`src/lsm_pkg.sv`:
```
// Package: constants, types and encodings for the load/store-multiple AGU
// Summary of operation
// RQ1: Extend loaded byte/halfword by size code
// RQ2: Single load offset within -4095 to 4095
// RQ3: Two-word load offset within -1020 to 1020
// RQ4: Second target not stack/program counter, distinct (not checked: list bits 7:4 are used as given)
// RQ5: Word load into program counter branches
// RQ6: Conditional program counter load ends block
// RQ7: Condition flags never modified
// RQ8: Increment-after ascends by four, lowest first
// RQ9: Writeback stores final address, else unchanged
// RQ10: Decrement-before descends, writes back lowest address
// RQ11: Stack aliases map to increment/decrement modes
// RQ12: Block transfers move whole words only
// RQ13: Software avoids illegal base/list combinations
// RQ14: Push/pop list never empty
// RQ15: Push decrement-before store, pop increment-after load
// RQ16: Stack pointer ends at lowest/above highest word
// RQ17: Pop into program counter branches, sets state
// RQ18: Push omits program counter; pop not both (not checked: such lists run as given)
package lsm_pkg;
	// Register bus map (byte addresses)
	localparam logic [7:0] OFS_CMD = 8'h00;
	localparam logic [7:0] OFS_BASE = 8'h04;
	localparam logic [7:0] OFS_LIST = 8'h08;
	localparam logic [7:0] OFS_STATUS = 8'h0C;
	localparam logic [7:0] OFS_RESULT = 8'h10;
	localparam logic [7:0] OFS_NEWBASE = 8'h14;
	localparam logic [7:0] OFS_BRANCH = 8'h18;
	localparam logic [7:0] OFS_OFFSET = 8'h1C;
	localparam logic [7:0] OFS_PCVAL = 8'h20;
	// Command register field positions
	localparam int CMD_OP_LSB = 0;
	localparam int CMD_SIZE_LSB = 4;
	localparam int CMD_WB_BIT = 8;
	localparam int CMD_GO_BIT = 31;
	// Status register field positions
	localparam int ST_BUSY_BIT = 0;
	localparam int ST_DONE_BIT = 1;
	localparam int ST_REJ_BIT = 2;
	localparam int ST_BRANCH_BIT = 3;
	localparam int ST_TSTATE_BIT = 4;
	// Offset limits
	localparam int signed SINGLE_OFS_MAX = 4095;
	localparam int signed DOUBLE_OFS_MAX = 1020;
	localparam logic [31:0] WORD_STEP = 32'h0000_0004;
	localparam logic [3:0] REG_LR = 4'hE;
	localparam logic [3:0] REG_PC = 4'hF;
	localparam logic [31:0] RESET_WORD = 32'h0000_0000;
	localparam logic [15:0] RESET_LIST = 16'h0000;

	// Operations, aliases folded onto the four block modes
	typedef enum logic [3:0]
	{
		OP_SINGLE_LOAD = 4'h0,
		OP_DOUBLE_LOAD = 4'h1,
		OP_BLOCK_LOAD_IA = 4'h2,
		OP_BLOCK_LOAD_DB = 4'h3,
		OP_BLOCK_STORE_IA = 4'h4,
		OP_BLOCK_STORE_DB = 4'h5,
		OP_PUSH = 4'h6,
		OP_POP = 4'h7,
		OP_FD_POP = 4'h8,
		OP_EA_POP = 4'h9,
		OP_EA_PUSH = 4'hA,
		OP_FD_PUSH = 4'hB
	} op_t;

	// Size codes for single loads
	typedef enum logic [2:0]
	{
		SZ_WORD = 3'h0,
		SZ_UBYTE = 3'h1,
		SZ_SBYTE = 3'h2,
		SZ_UHALF = 3'h3,
		SZ_SHALF = 3'h4
	} size_t;

	// Data memory request
	typedef struct packed
	{
		logic valid;
		logic write;
		logic [31:0] addr;
		logic [31:0] wdata;
		logic [3:0] regnum;
	} mem_req_t;

	// Data memory response
	typedef struct packed
	{
		logic valid;
		logic [31:0] rdata;
	} mem_rsp_t;
endpackage

```
`src/lsm_agu.sv`:
```
// AHB-Lite controlled address generator for load/store-multiple transfers
//
// Decided for this implementation: the AHB-Lite register port and the placing of the registers.
`timescale 1ns/1ps
module lsm_agu
	import lsm_pkg::*;
(
	// Clock and reset
	input wire logic hclk,
	input wire logic hresetn,
	// AHB-Lite slave
	input wire logic hsel,
	input wire logic [31:0] haddr,
	input wire logic [1:0] htrans,
	input wire logic hwrite,
	input wire logic [2:0] hsize,
	input wire logic [31:0] hwdata,
	input wire logic hready,
	output logic [31:0] hrdata,
	output logic hreadyout,
	output logic hresp,
	// Data memory side
	output mem_req_t mem_req,
	input wire logic mem_ready,
	input wire mem_rsp_t mem_rsp,
	// Register file write port for loaded values
	output logic rf_we,
	output logic [3:0] rf_waddr,
	output logic [31:0] rf_wdata,
	// Store data read port
	output logic [3:0] rf_raddr,
	input wire logic [31:0] rf_rdata
);
	typedef enum logic [1:0] {S_IDLE, S_ISSUE, S_WAIT} state_t;

	state_t state_r;
	logic [31:0] cmd_r;
	logic [31:0] base_r;
	logic [15:0] list_r;
	logic [31:0] offset_r;
	logic [31:0] pc_r;
	logic [31:0] result_r;
	logic [31:0] newbase_r;
	logic [31:0] branch_r;
	logic busy_r, done_r, rej_r, branch_f_r, tstate_r;
	logic [15:0] remain_r;
	logic [31:0] addr_r;
	logic [3:0] cur_r;
	logic [3:0] slot_r; // second target for the two-word load
	logic ph_r;
	logic [7:0] ph_addr_r;
	logic ph_write_r;
	logic [31:0] ext_w;
	logic [31:0] cmd_w;
	logic [31:0] final_base;
	logic wb_en;

	op_t op;
	logic wr_ph, rd_ph, go;
	logic is_incr, is_load, is_single, is_double, is_stack;
	logic [4:0] count;
	logic signed [31:0] sofs;

	// Count of registers in a list
	function automatic logic [4:0] popcount(input logic [15:0] l);
		logic [4:0] n;
		n = 5'h00;
		for (int i = 0; i < 16; i++)
			n = n + {4'h0, l[i]};
		return n;
	endfunction

	// Lowest set bit index
	function automatic logic [3:0] lowest(input logic [15:0] l);
		logic [3:0] n;
		n = 4'h0;
		for (int i = 15; i >= 0; i--)
			if (l[i])
				n = 4'(i);
		return n;
	endfunction

	// Highest set bit index
	function automatic logic [3:0] highest(input logic [15:0] l);
		logic [3:0] n;
		n = 4'h0;
		for (int i = 0; i < 16; i++)
			if (l[i])
				n = 4'(i);
		return n;
	endfunction

	// Byte span of a register count
	function automatic logic [31:0] span(input logic [4:0] n);
		return {25'h0000000, n, 2'b00};
	endfunction

	// Command decode; aliases fold onto the same mode
	always_comb
	begin
		op = op_t'(cmd_w[CMD_OP_LSB +: 4]);
		is_single = (op == OP_SINGLE_LOAD);
		is_double = (op == OP_DOUBLE_LOAD);
		is_stack = 1'b0;
		is_incr = 1'b1;
		is_load = 1'b1;
		case (op)
			OP_BLOCK_LOAD_IA, OP_FD_POP: is_incr = 1'b1; // RQ11
			OP_BLOCK_LOAD_DB, OP_EA_POP: is_incr = 1'b0; // RQ11
			OP_BLOCK_STORE_IA, OP_EA_PUSH: // RQ11
			begin
				is_load = 1'b0;
			end
			OP_BLOCK_STORE_DB, OP_FD_PUSH: // RQ11
			begin
				is_load = 1'b0;
				is_incr = 1'b0;
			end
			OP_PUSH: // RQ15
			begin
				is_load = 1'b0;
				is_incr = 1'b0;
				is_stack = 1'b1;
			end
			OP_POP: is_stack = 1'b1; // RQ15
			default: is_incr = 1'b1;
		endcase
		count = popcount(list_r);
		sofs = $signed(offset_r);
	end

	// Bus phase decode
	assign wr_ph = ph_r & ph_write_r;
	assign rd_ph = hsel & hready & htrans[1] & ~hwrite;
	assign go = wr_ph & (ph_addr_r == OFS_CMD) & hwdata[CMD_GO_BIT];
	// The command register only lands with the start edge, so decode the
	// incoming word then; a stale op would pick the wrong mode
	assign cmd_w = (go && !busy_r) ? {1'b0, hwdata[30:0]} : cmd_r;
	assign hreadyout = 1'b1;
	assign hresp = 1'b0;

	// Address phase capture
	always_ff @(posedge hclk or negedge hresetn)
	begin
		if (!hresetn)
		begin
			ph_r <= 1'b0;
			ph_addr_r <= 8'h00;
			ph_write_r <= 1'b0;
		end
		else if (hready)
		begin
			ph_r <= hsel & htrans[1];
			ph_addr_r <= haddr[7:0];
			ph_write_r <= hwrite;
		end
	end

	// Read data; unmapped addresses read as zero
	always_ff @(posedge hclk or negedge hresetn)
	begin
		if (!hresetn)
			hrdata <= RESET_WORD;
		else if (rd_ph)
		begin
			case (haddr[7:0])
				OFS_CMD: hrdata <= cmd_r;
				OFS_BASE: hrdata <= base_r;
				OFS_LIST: hrdata <= {16'h0000, list_r};
				OFS_STATUS: hrdata <= {27'h0, tstate_r, branch_f_r,
					rej_r, done_r, busy_r};
				OFS_RESULT: hrdata <= result_r;
				OFS_NEWBASE: hrdata <= newbase_r;
				OFS_BRANCH: hrdata <= branch_r;
				OFS_OFFSET: hrdata <= offset_r;
				OFS_PCVAL: hrdata <= pc_r;
				default: hrdata <= RESET_WORD;
			endcase
		end
	end

	// Software-written setup; ignored while a transfer runs
	always_ff @(posedge hclk or negedge hresetn)
	begin
		if (!hresetn)
		begin
			cmd_r <= RESET_WORD;
			base_r <= RESET_WORD;
			list_r <= RESET_LIST;
			offset_r <= RESET_WORD;
			pc_r <= RESET_WORD;
		end
		else if (wr_ph && !busy_r)
		begin
			case (ph_addr_r)
				OFS_CMD: cmd_r <= {1'b0, hwdata[30:0]};
				OFS_BASE: base_r <= hwdata;
				OFS_LIST: list_r <= hwdata[15:0];
				OFS_OFFSET: offset_r <= hwdata;
				OFS_PCVAL: pc_r <= hwdata;
				default: cmd_r <= cmd_r;
			endcase
		end
	end

	// Transfer sequencer
	always_ff @(posedge hclk or negedge hresetn)
	begin
		if (!hresetn)
		begin
			state_r <= S_IDLE;
			busy_r <= 1'b0;
			done_r <= 1'b0;
			rej_r <= 1'b0;
			branch_f_r <= 1'b0;
			tstate_r <= 1'b1;
			remain_r <= RESET_LIST;
			addr_r <= RESET_WORD;
			cur_r <= 4'h0;
			slot_r <= 4'h0;
			newbase_r <= RESET_WORD;
			branch_r <= RESET_WORD;
			result_r <= RESET_WORD;
		end
		else
		begin
			case (state_r)
				S_IDLE:
				begin
					if (go && !busy_r)
					begin
						done_r <= 1'b0;
						rej_r <= 1'b0;
						branch_f_r <= 1'b0;
						if (is_single &&
							(sofs > SINGLE_OFS_MAX || sofs < -SINGLE_OFS_MAX))
							rej_r <= 1'b1; // RQ2
						else if (is_double &&
							(sofs > DOUBLE_OFS_MAX || sofs < -DOUBLE_OFS_MAX))
							rej_r <= 1'b1; // RQ3
						else if (!is_single && !is_double && count == 5'h00)
							rej_r <= 1'b1; // RQ14
						else
						begin
							busy_r <= 1'b1;
							state_r <= S_ISSUE;
							if (is_single || is_double)
							begin
								addr_r <= pc_r + offset_r;
								cur_r <= list_r[3:0];
								slot_r <= list_r[7:4];
								remain_r <= {15'h0, is_double};
							end
							else if (is_incr)
							begin
								addr_r <= base_r; // RQ8
								cur_r <= lowest(list_r); // RQ8
								remain_r <= list_r;
							end
							else
							begin
								addr_r <= base_r - WORD_STEP; // RQ10 RQ16
								cur_r <= highest(list_r); // RQ10
								remain_r <= list_r;
							end
						end
					end
				end
				S_ISSUE:
				begin
					if (mem_ready)
						state_r <= is_load || is_single || is_double ?
							S_WAIT : S_ISSUE;
					if (mem_ready && !(is_load || is_single || is_double))
					begin
						remain_r[cur_r] <= 1'b0;
						if (remain_r == (16'h0001 << cur_r))
						begin
							state_r <= S_IDLE;
							busy_r <= 1'b0;
							done_r <= 1'b1;
							newbase_r <= final_base; // RQ9 RQ10
						end
						else
						begin
							addr_r <= is_incr ? addr_r + WORD_STEP : // RQ8
								addr_r - WORD_STEP; // RQ10
							cur_r <= is_incr ?
								lowest(remain_r & ~(16'h0001 << cur_r)) :
								highest(remain_r & ~(16'h0001 << cur_r));
						end
					end
				end
				S_WAIT:
				begin
					if (mem_rsp.valid)
					begin
						if (is_single)
						begin
							result_r <= ext_w; // RQ1
							if (cur_r == REG_PC && cmd_r[CMD_SIZE_LSB +: 3] == 3'h0)
							begin
								branch_f_r <= 1'b1; // RQ5
								branch_r <= {mem_rsp.rdata[31:1], 1'b0}; // RQ5
								tstate_r <= mem_rsp.rdata[0]; // RQ5
							end
							state_r <= S_IDLE;
							busy_r <= 1'b0;
							done_r <= 1'b1;
						end
						else if (is_double)
						begin
							result_r <= mem_rsp.rdata;
							if (remain_r[0])
							begin
								remain_r <= RESET_LIST;
								addr_r <= addr_r + WORD_STEP;
								cur_r <= slot_r; // RQ4
								state_r <= S_ISSUE;
							end
							else
							begin
								state_r <= S_IDLE;
								busy_r <= 1'b0;
								done_r <= 1'b1;
							end
						end
						else
						begin
							remain_r[cur_r] <= 1'b0;
							if (cur_r == REG_PC)
							begin
								branch_r <= {mem_rsp.rdata[31:1], 1'b0}; // RQ17
								tstate_r <= mem_rsp.rdata[0]; // RQ17
							end
							if (remain_r == (16'h0001 << cur_r))
							begin
								state_r <= S_IDLE;
								busy_r <= 1'b0;
								done_r <= 1'b1;
								branch_f_r <= list_r[REG_PC]; // RQ17
								newbase_r <= final_base; // RQ9 RQ16
							end
							else
							begin
								state_r <= is_incr ? S_ISSUE : S_ISSUE;
								addr_r <= is_incr ? addr_r + WORD_STEP : // RQ8
									addr_r - WORD_STEP; // RQ10
								cur_r <= is_incr ?
									lowest(remain_r & ~(16'h0001 << cur_r)) :
									highest(remain_r & ~(16'h0001 << cur_r));
							end
						end
					end
				end
				default: state_r <= S_IDLE;
			endcase
		end
	end

	// Base after the transfer; push and pop always write back, and an
	// increment-after block leaves the base on its last word
	always_comb
	begin
		wb_en = is_stack | cmd_r[CMD_WB_BIT]; // RQ15
		if (!wb_en)
			final_base = base_r; // RQ9
		else if (!is_incr)
			final_base = base_r - span(count); // RQ10 RQ16
		else if (is_stack)
			final_base = base_r + span(count); // RQ16
		else
			final_base = base_r + span(count) - WORD_STEP; // RQ9
	end

	// Load data extension
	lsm_extend u_ext
	(
		.raw(mem_rsp.rdata),
		.size(size_t'(cmd_r[CMD_SIZE_LSB +: 3])),
		.lane(addr_r[1:0]),
		.result(ext_w)
	);

	// Memory request; whole-word only for block forms
	always_comb
	begin
		mem_req.valid = (state_r == S_ISSUE); // RQ12
		mem_req.write = ~(is_load || is_single || is_double);
		mem_req.addr = (is_single) ? addr_r : {addr_r[31:2], 2'b00}; // RQ12
		mem_req.wdata = rf_rdata;
		mem_req.regnum = cur_r;
	end
	assign rf_raddr = cur_r;

	// Register file writes; the flags are never a target here
	always_comb
	begin
		rf_we = (state_r == S_WAIT) & mem_rsp.valid & (cur_r != REG_PC); // RQ7
		rf_waddr = cur_r;
		rf_wdata = is_single ? ext_w : mem_rsp.rdata;
	end
endmodule

```
`src/lsm_extend.sv`:
```
// Load data extension by size code
`timescale 1ns/1ps
module lsm_extend
	import lsm_pkg::*;
(
	// Raw word and size
	input wire logic [31:0] raw,
	input wire size_t size,
	input wire logic [1:0] lane,
	// Extended result
	output logic [31:0] result
);
	logic [7:0] byte_v;
	logic [15:0] half_v;

	// Lane select then extend; halfwords use the upper half when lane bit 1 is set, else the lower half
	always_comb
	begin
		byte_v = raw[8*lane +: 8];
		half_v = lane[1] ? raw[31:16] : raw[15:0];
		case (size)
			SZ_UBYTE: result = {24'h000000, byte_v}; // RQ1
			SZ_SBYTE: result = {{24{byte_v[7]}}, byte_v}; // RQ1
			SZ_UHALF: result = {16'h0000, half_v}; // RQ1
			SZ_SHALF: result = {{16{half_v[15]}}, half_v}; // RQ1
			default: result = raw; // RQ1
		endcase
	end
endmodule

```
`config.mk`:
```
export PLATFORM = sky130hd
export DESIGN_NAME = lsm_agu
export DESIGN_NICKNAME = d
export VERILOG_FILES = /design/src/lsm_pkg.sv /design/src/lsm_agu.sv /design/src/lsm_extend.sv
export SDC_FILE = /design/constraint.sdc
export NUM_CORES = 1
export LEC_CHECK = 0
export BUFFER_PORTS_ARGS = -buffer_cell sky130_fd_sc_hd__buf_2
export CAP_MARGIN = 5
export CORE_MARGIN = 2
export CORE_UTILIZATION = 55
export CTS_BUF_LIST = sky130_fd_sc_hd__clkbuf_16
export CTS_CLUSTER_DIAMETER = 200
export CTS_CLUSTER_SIZE = 16
export DETAILED_ROUTE_END_ITERATION = 12
export PLACE_DENSITY = 0.76
export SYNTH_ARGS = -nofsm -noshare
export SYNTH_HDL_FRONTEND = slang
export SYNTH_HIERARCHICAL = 1
export SYNTH_SLANG_ARGS = --single-unit
```
`constraint.sdc`:
```
create_clock -name hclk -period 7.9 [get_ports hclk]
set_input_delay 1.185 -clock hclk [delete_from_list [all_inputs] [get_ports hclk]]
set_output_delay 1.185 -clock hclk [all_outputs]
set_load 0.05 [all_outputs]
```
# Word-level counts from Yosys, hierarchy flattened
# Index checks and enable logic that the tools add are counted.
classes:
  n_addsub: 22
  order_cmp: 6
  n_eq_ne: 45
  shift: 2
  n_mux: 172
  bitwise_logic: 19
  reduce_logical: 48
ops:
  columns: ["op", "count"]
  rows:
  - ["32-bit 2-to-1 mux", 28]
  - ["4-bit 2-to-1 mux", 74]
  - ["32-bit one-hot mux with 9 select lines", 1]
  - ["16-bit 2-to-1 mux", 11]
  - ["32-bit one-hot mux with 4 select lines", 1]
  - ["32-bit one-hot mux with 3 select lines", 1]
  - ["32-bit by 3-bit subtractor with 32-bit output (second input constant)", 3]
  - ["32-bit one-hot mux with 2 select lines", 1]
  - ["5-bit by 1-bit adder with 5-bit output", 11]
  - ["16-bit one-hot mux with 3 select lines", 1]
  - ["8-bit by 5-bit == test with 1-bit output (second input constant)", 5]
  - ["1-bit 2-to-1 mux", 36]
  - ["32-bit by 3-bit adder with 32-bit output (second input constant)", 1]
  - ["32-bit adder", 1]
  - ["32-bit by 7-bit adder with 32-bit output", 1]
  - ["16-bit bitwise AND", 2]
  - ["32-bit by 11-bit > comparator with 1-bit output (second input constant)", 1]
  - ["32-bit by 13-bit > comparator with 1-bit output (second input constant)", 1]
  - ["32-bit by 11-bit < comparator with 1-bit output (second input constant)", 1]
  - ["32-bit by 13-bit < comparator with 1-bit output (second input constant)", 1]
  - ["16-bit inverter", 2]
  - ["32-bit by 6-bit indexed part select with 8-bit output", 1]
  - ["32-bit by 7-bit subtractor with 32-bit output", 1]
  - ["8-bit by 4-bit == test with 1-bit output (second input constant)", 3]
  - ["other kinds (50)", 125]
word_totals:
  reg_bits: 344
  wordCells: 337

# Logic depth before layout (Yosys ltp)
logic_depth:
  ltp_word: 25
  depth_mapped: 26
  ltp_nobuf: 23

# By module
# The synthesis kept the hierarchy.
by_module_without_submodules:
  columns: ["mod", "n_inst", "cells_each", "area_each_um2", "seq_area_each_um2"]
  rows:
  - ["lsm_agu", 1, 2737, 24434.7, 8584.5]
  - ["lsm_extend", 1, 129, 860.8, 0.0]

# Least setup slack after synthesis
# Ideal clock, no wire load.
synth_timing:
  kind: "register to register"
  start: "reg list_r[5]"
  end: "reg newbase_r[28]"
  setup_ns: 0.082
  arrival_time_ns: 6.463
  t_required_ns: 7.818
  slack_ns: 1.356
  path_stages_with_launch: 23
  path_buffers: 2
  path_cell_list: "dfrtp_1 clkbuf_1 inv_1 fa_1 fa_1 fa_1 fa_1 inv_1 ha_1 fa_1 xor2_1 ha_1 buf_2 nor2b_1 or2_2 or4_1 a221oi_2 o211ai_2 nor4_4 nand3_1 mux2i_1 or3_1 a31oi_1"
synth_between:
  elab_chain_len: 21
  elab_cells_between_ends: 23
  classes_between: "add/sub (14); mux (9)"
synth_lines:
  columns: ["element", "line_no", "source"]
  rows:
  - ["start, declared", "lsm_agu.sv:39", "logic [15:0] list_r;"]
  - ["start signal, assigned", "lsm_agu.sv:198", "OFS_LIST: list_r <= hwdata[15:0];"]
  - ["5-bit by 1-bit adder with 5-bit output * (11 in series)", "lsm_agu.sv:69", "n = n + {4'h0, l[i]};"]
  - ["32-bit by 7-bit adder with 32-bit output", "lsm_agu.sv:371, lsm_agu.sv:373", null]
  - ["32-bit by 3-bit subtractor with 32-bit output", "lsm_agu.sv:373", "final_base = base_r + span(count) - WORD_STEP;"]
  - ["32-bit 2-to-1 mux", "lsm_agu.sv:370", "else if (is_stack)"]
  - ["32-bit 2-to-1 mux *", "lsm_agu.sv:368", "else if (!is_incr)"]
  - ["32-bit 2-to-1 mux *", "lsm_agu.sv:366", "if (!wb_en)"]
  - ["32-bit 2-to-1 mux *", "lsm_agu.sv:277, lsm_agu.sv:336", null]
  - ["32-bit 2-to-1 mux", "lsm_agu.sv:311", "else if (is_double)"]
  - ["32-bit 2-to-1 mux", "lsm_agu.sv:298", "if (is_single)"]
  - ["32-bit 2-to-1 mux", "lsm_agu.sv:296", "if (mem_rsp.valid)"]
  - ["32-bit one-hot mux with 2 select lines *", "lsm_agu.sv:227", "case (state_r)"]
  - ["end signal, assigned", "lsm_agu.sv:282", "newbase_r <= final_base;"]
  - ["end signal, assigned", "lsm_agu.sv:342", "newbase_r <= final_base;"]
  - ["end, declared", "lsm_agu.sv:43", "logic [31:0] newbase_r;"]
# Mark *: on every way between the ends. The rest lies on a longest branch, timed or not. The select of a mux whose other input is x is not followed.
# A chain may end at the register's enable or synchronous reset.

# Worst setup path after layout
layout_timing:
  start: "reg list_r[13]"
  end: "reg newbase_r[23]"
layout_between:
  elab_chain_len: 13
  elab_cells_between_ends: 15
  classes_between: "add/sub (6); mux (9)"
layout_lines:
  columns: ["element", "line_no"]
  rows:
  - ["5-bit by 1-bit adder with 5-bit output * (3 in series)", "lsm_agu.sv:69"]
  - ["32-bit by 7-bit adder with 32-bit output", "lsm_agu.sv:371, lsm_agu.sv:373"]
  - ["32-bit by 3-bit subtractor with 32-bit output", "lsm_agu.sv:373"]
  - ["32-bit 2-to-1 mux", "lsm_agu.sv:370"]
  - ["32-bit 2-to-1 mux *", "lsm_agu.sv:368"]
  - ["32-bit 2-to-1 mux *", "lsm_agu.sv:366"]
  - ["32-bit 2-to-1 mux *", "lsm_agu.sv:277, lsm_agu.sv:336"]
  - ["32-bit 2-to-1 mux", "lsm_agu.sv:311"]
  - ["32-bit 2-to-1 mux", "lsm_agu.sv:298"]
  - ["32-bit 2-to-1 mux", "lsm_agu.sv:296"]
  - ["32-bit one-hot mux with 2 select lines *", "lsm_agu.sv:227"]
# Marks and branches as above.

==> results.txt <==
* Site row count: 78
- Number of global-route vias before repair: 23202
- The first global-routing pass estimated 143000 um of wire.
* Cts bufs inserted: 25
- The number of endpoints with negative hold slack in the final report is 0.
- Clock-pin slew was measured on the worst setup and hold paths at 90 ps.
- At the placement stage, the worst setup path has a slack of 801 ps.
- Across every metal layer, demand over resource in global routing totals 0.387.
- Final weighted congestion in routability-driven placement: 1.00
- Of the cells placed in the final design, the portion with a size suffix greater than 1 is 0.197.
* Buffer depth of the longest clock path: 3
- Drc violations: 0
- In the final routed layout, each cell accounts on average for 26.9 um.
- F_max: 138 MHz
* Peak supply drop: 0.238 mV
* Top-level port count: 285
* Result of the run: complete, no violations
- CTS placed an instance of sky130_fd_sc_hd__clkbuf_16 at the clock tree root.
- STA classifies the critical path startpoint as a flip-flop.
* Fillers: 3962
- Worst-case clock skew: 30.7 ps
- For this design, the sink count on the clock tree is 343.
* Maximum number of pins on one net before global-route repair: 189
* Worst Setup Path Type: reg2reg
- The final count of pins violating max slew is 0.
* Fraction of synthesis flops using an asynchronous set or reset pin: 1.00
- Dividing the detail-routed via count by the number of cells gives 7.13.
- Crit-path max cell delay: 640 ps
- Post-CTS Setup Repair Bufs: 0
* Unrepaired setup endpoints after global routing: false
- The routed design has 93200 um of wire.
- In this run, the number of DRC markers left after iteration 0 of detailed routing was 3802.
* Vias: 24688
* Total number of nets in the final design: 3087
* Total iterations of the first detailed-routing run: 11
- Area Overhead vs Synth: 5.91%
* Number of antenna diodes: 0
- Setup slack on the critical path of the routed design comes to 655 ps.
* Half-perimeter wire length after placement: 69100 um
- In the layout the commonest cells are sky130_fd_sc_hd__dfrtp_1, sky130_fd_sc_hd__nand2_1, sky130_fd_sc_hd__mux2_2.
- The multi-input combinational cells in the finished layout cover a total of 0.0151 sq mm.
* Post-cts hold buffer count: 0
- For this run, the register share of the synthesized area comes to 0.339.
* Setup-failing EPs final: 0
- In this run, distinct cell masters in the synthesized netlist total 95.
* Mean instance size in the synthesized netlist: 8.83 sq um
- H-tree levels: 1
- Clock tree from TritonCTS: yes
- Top FF cell, synth: sky130_fd_sc_hd__dfrtp_1
- The design draws 0.00708 W.
- Post-Layout Inst Area: 0.0268 sq mm
* Power per cell area: 264 mW/mm^2
- Shortest period the worst path allows: 7240 ps
* Post-cts repair resize count: 0
- Die Outline Area: 0.0477 sq mm
- Grt total ovfl: 0
- Leaving out fill and tap cells, the most frequent cell in the layout is sky130_fd_sc_hd__dfrtp_1.
* Worst skew pair latency: 580 ps
- Data on the critical path is required at its endpoint by 8350 ps.
- Critical Path Slowest Stage Cell: sky130_fd_sc_hd__dfrtp_1
- Class of the tightest hold or removal check: reg2reg
- Post-Syn Area: 0.0253 sq mm
- The number of antenna violations at the first check in global routing was 0.
- Input and output buffers added on the ports amount to 190.
* Setup tns final: 0 ps
- Number of synthesized register bits: 343
* Arr. time, crit path: 7690 ps
- Max-Cap Viols: 0
* Final period utilization: 0.917
- Synth warnings: 6
* Core outline area: 0.0454 sq mm
- X dimension of the die: 218 um
* Die Span Y: 218 um
* Area taken by flip-flops and latches: 0.00858 sq mm
* Tightest Pin Transition: 1120 ps
- The worst setup path is captured at a flip-flop.
* Static leakage: 11.4 nW
* Starting density of the core: 0.557
- Post-synth EDFFs: 0
- Counting stages on the worst path, the most repeated cell is sky130_fd_sc_hd__fa_1.
- Along the worst path, the maximum fanout reaches 10.
* Gate count of the mapped netlist: 2866
* Count of nets left with antenna violations after detail routing: 0
- Slew margin rel.: 0.255
* Number of nets in the synthesized netlist: 3089
* Cells along the critical path: inv_1 > fa_1 > fa_1 > fa_1 > fa_1 > inv_1 > ha_1 > fa_1 > xor2_1 > ha_1 > nor2b_1 > or2_2 > or4_1 > a221oi_2 > o211ai_2 > nor2_2 > a31o_2 > a31oi_1 > o21a_1 > o31a_1
- The placed instances occupy a cell area of 0.0261 sq mm.
metal layers:
metal  wire, um  track usage
met5          0            0
met3      10900       0.0768
met2      40000        0.580
met1      39100        0.562
met4       3180        0.117
stage by stage:
step | utilization | cells | hold slack, ps
floorplan | - | 2866 | 442
global placement | 0.576 | 3436 | 460
detailed placement | 0.576 | 3436 | 466
CTS | 0.590 | 3462 | 487
global route | 0.590 | 3463 | 517
finish | 0.590 | 3463 | 489
path summary, 6_finish.rpt:
| path | startpoint | end | slack, ps | cells past startpoint |
|---|---|---|---|---|
| max | list_r[13] | newbase_r[23] | 660 | 20 |
| max reg2reg | list_r[13] | newbase_r[23] | 660 | 20 |
| max in group asynchronous | hresetn | branch_r[8] | 5700 | 2 |
| min | newbase_r[0] | newbase_r[0] | 490 | 2 |
| min in group asynchronous | hresetn | remain_r[3] | 600 | 1 |
| min reg2reg | newbase_r[0] | newbase_r[0] | 490 | 2 |
sequential cells by signal, indices dropped and copies added, names as in the netlist:
name and flops:
addr_r 32, base_r 32, branch_f_r 1, branch_r 31, busy_r 1, cmd_r 31, done_r 1, hrdata 32
list_r 16, newbase_r 32, offset_r 32, pc_r 32, ph_addr_r 8, ph_r 1, ph_write_r 1, rej_r 1
remain_r 16, result_r 32, rf_raddr 4, slot_r 4, state_r 2, tstate_r 1
worst max-delay path: cells and delay by family (launching register included):
family	cells	cell delay, ps
simple gates	4	1570
fa+ha+maj	7	2930
buf+inv	2	220
xor+xnor	1	260
flops	1	640
compound gates	6	1470
logic make-up after synthesis:
kind of cell,Yosys count,synth area share
AND/OR/NAND/NOR,925,0.180
AO/OA/AOI/OAI,803,0.223
buffers and inverters,366,0.0684
flip-flops,343,0.339
multiplexers,254,0.113
XOR/XNOR,90,0.0312
adder cells (fa/ha/maj),83,0.0449
other,2,0.000297
cell type report:
class	instances	share of cell area
Clock buffer	25	0.0234
Sequential cell	343	0.320
Tap cell	600	0.0280
Inverter	91	0.0127
Clock inverter	1	0.000420
Timing Repair Buffer	246	0.0519
Multi-Input combinational cell	2157	0.563
synthesized netlist by cell type (all sizes together) (14+ instances only):
master	count	area share
xor2	37	0.013
nor3	84	0.017
o211ai	23	0.0072
a22o	44	0.015
xnor2	53	0.018
a22oi	32	0.0097
nand3	121	0.025
or3	28	0.0071
nor2b	14	0.0035
a21o	39	0.012
dfrtp	342	0.34
a221oi	17	0.0061
nand2	277	0.041
clkbuf	159	0.024
o22ai	16	0.0040
ha	70	0.035
nand2b	22	0.0054
o21a	15	0.0045
inv	91	0.014
nand4	51	0.013
and3	47	0.012
nor2	174	0.026
or4	17	0.0052
a21oi	142	0.028
mux2	233	0.10
o21ai	192	0.038
a222oi	58	0.023
buf	116	0.031
a211oi	28	0.0085
mux2i	20	0.0079
nor4	43	0.012
a31oi	30	0.0074
o31ai	30	0.0089
report_power, final:
group          leakage (nW)  switching (W)  total (W)  internal [W]
combinational          6.89        0.00239    0.00355       0.00116
clock                 0.314       0.000630    0.00119      0.000562
sequential             4.23       0.000364    0.00234       0.00197
Note: power is estimated with default switching activity, not from simulation.
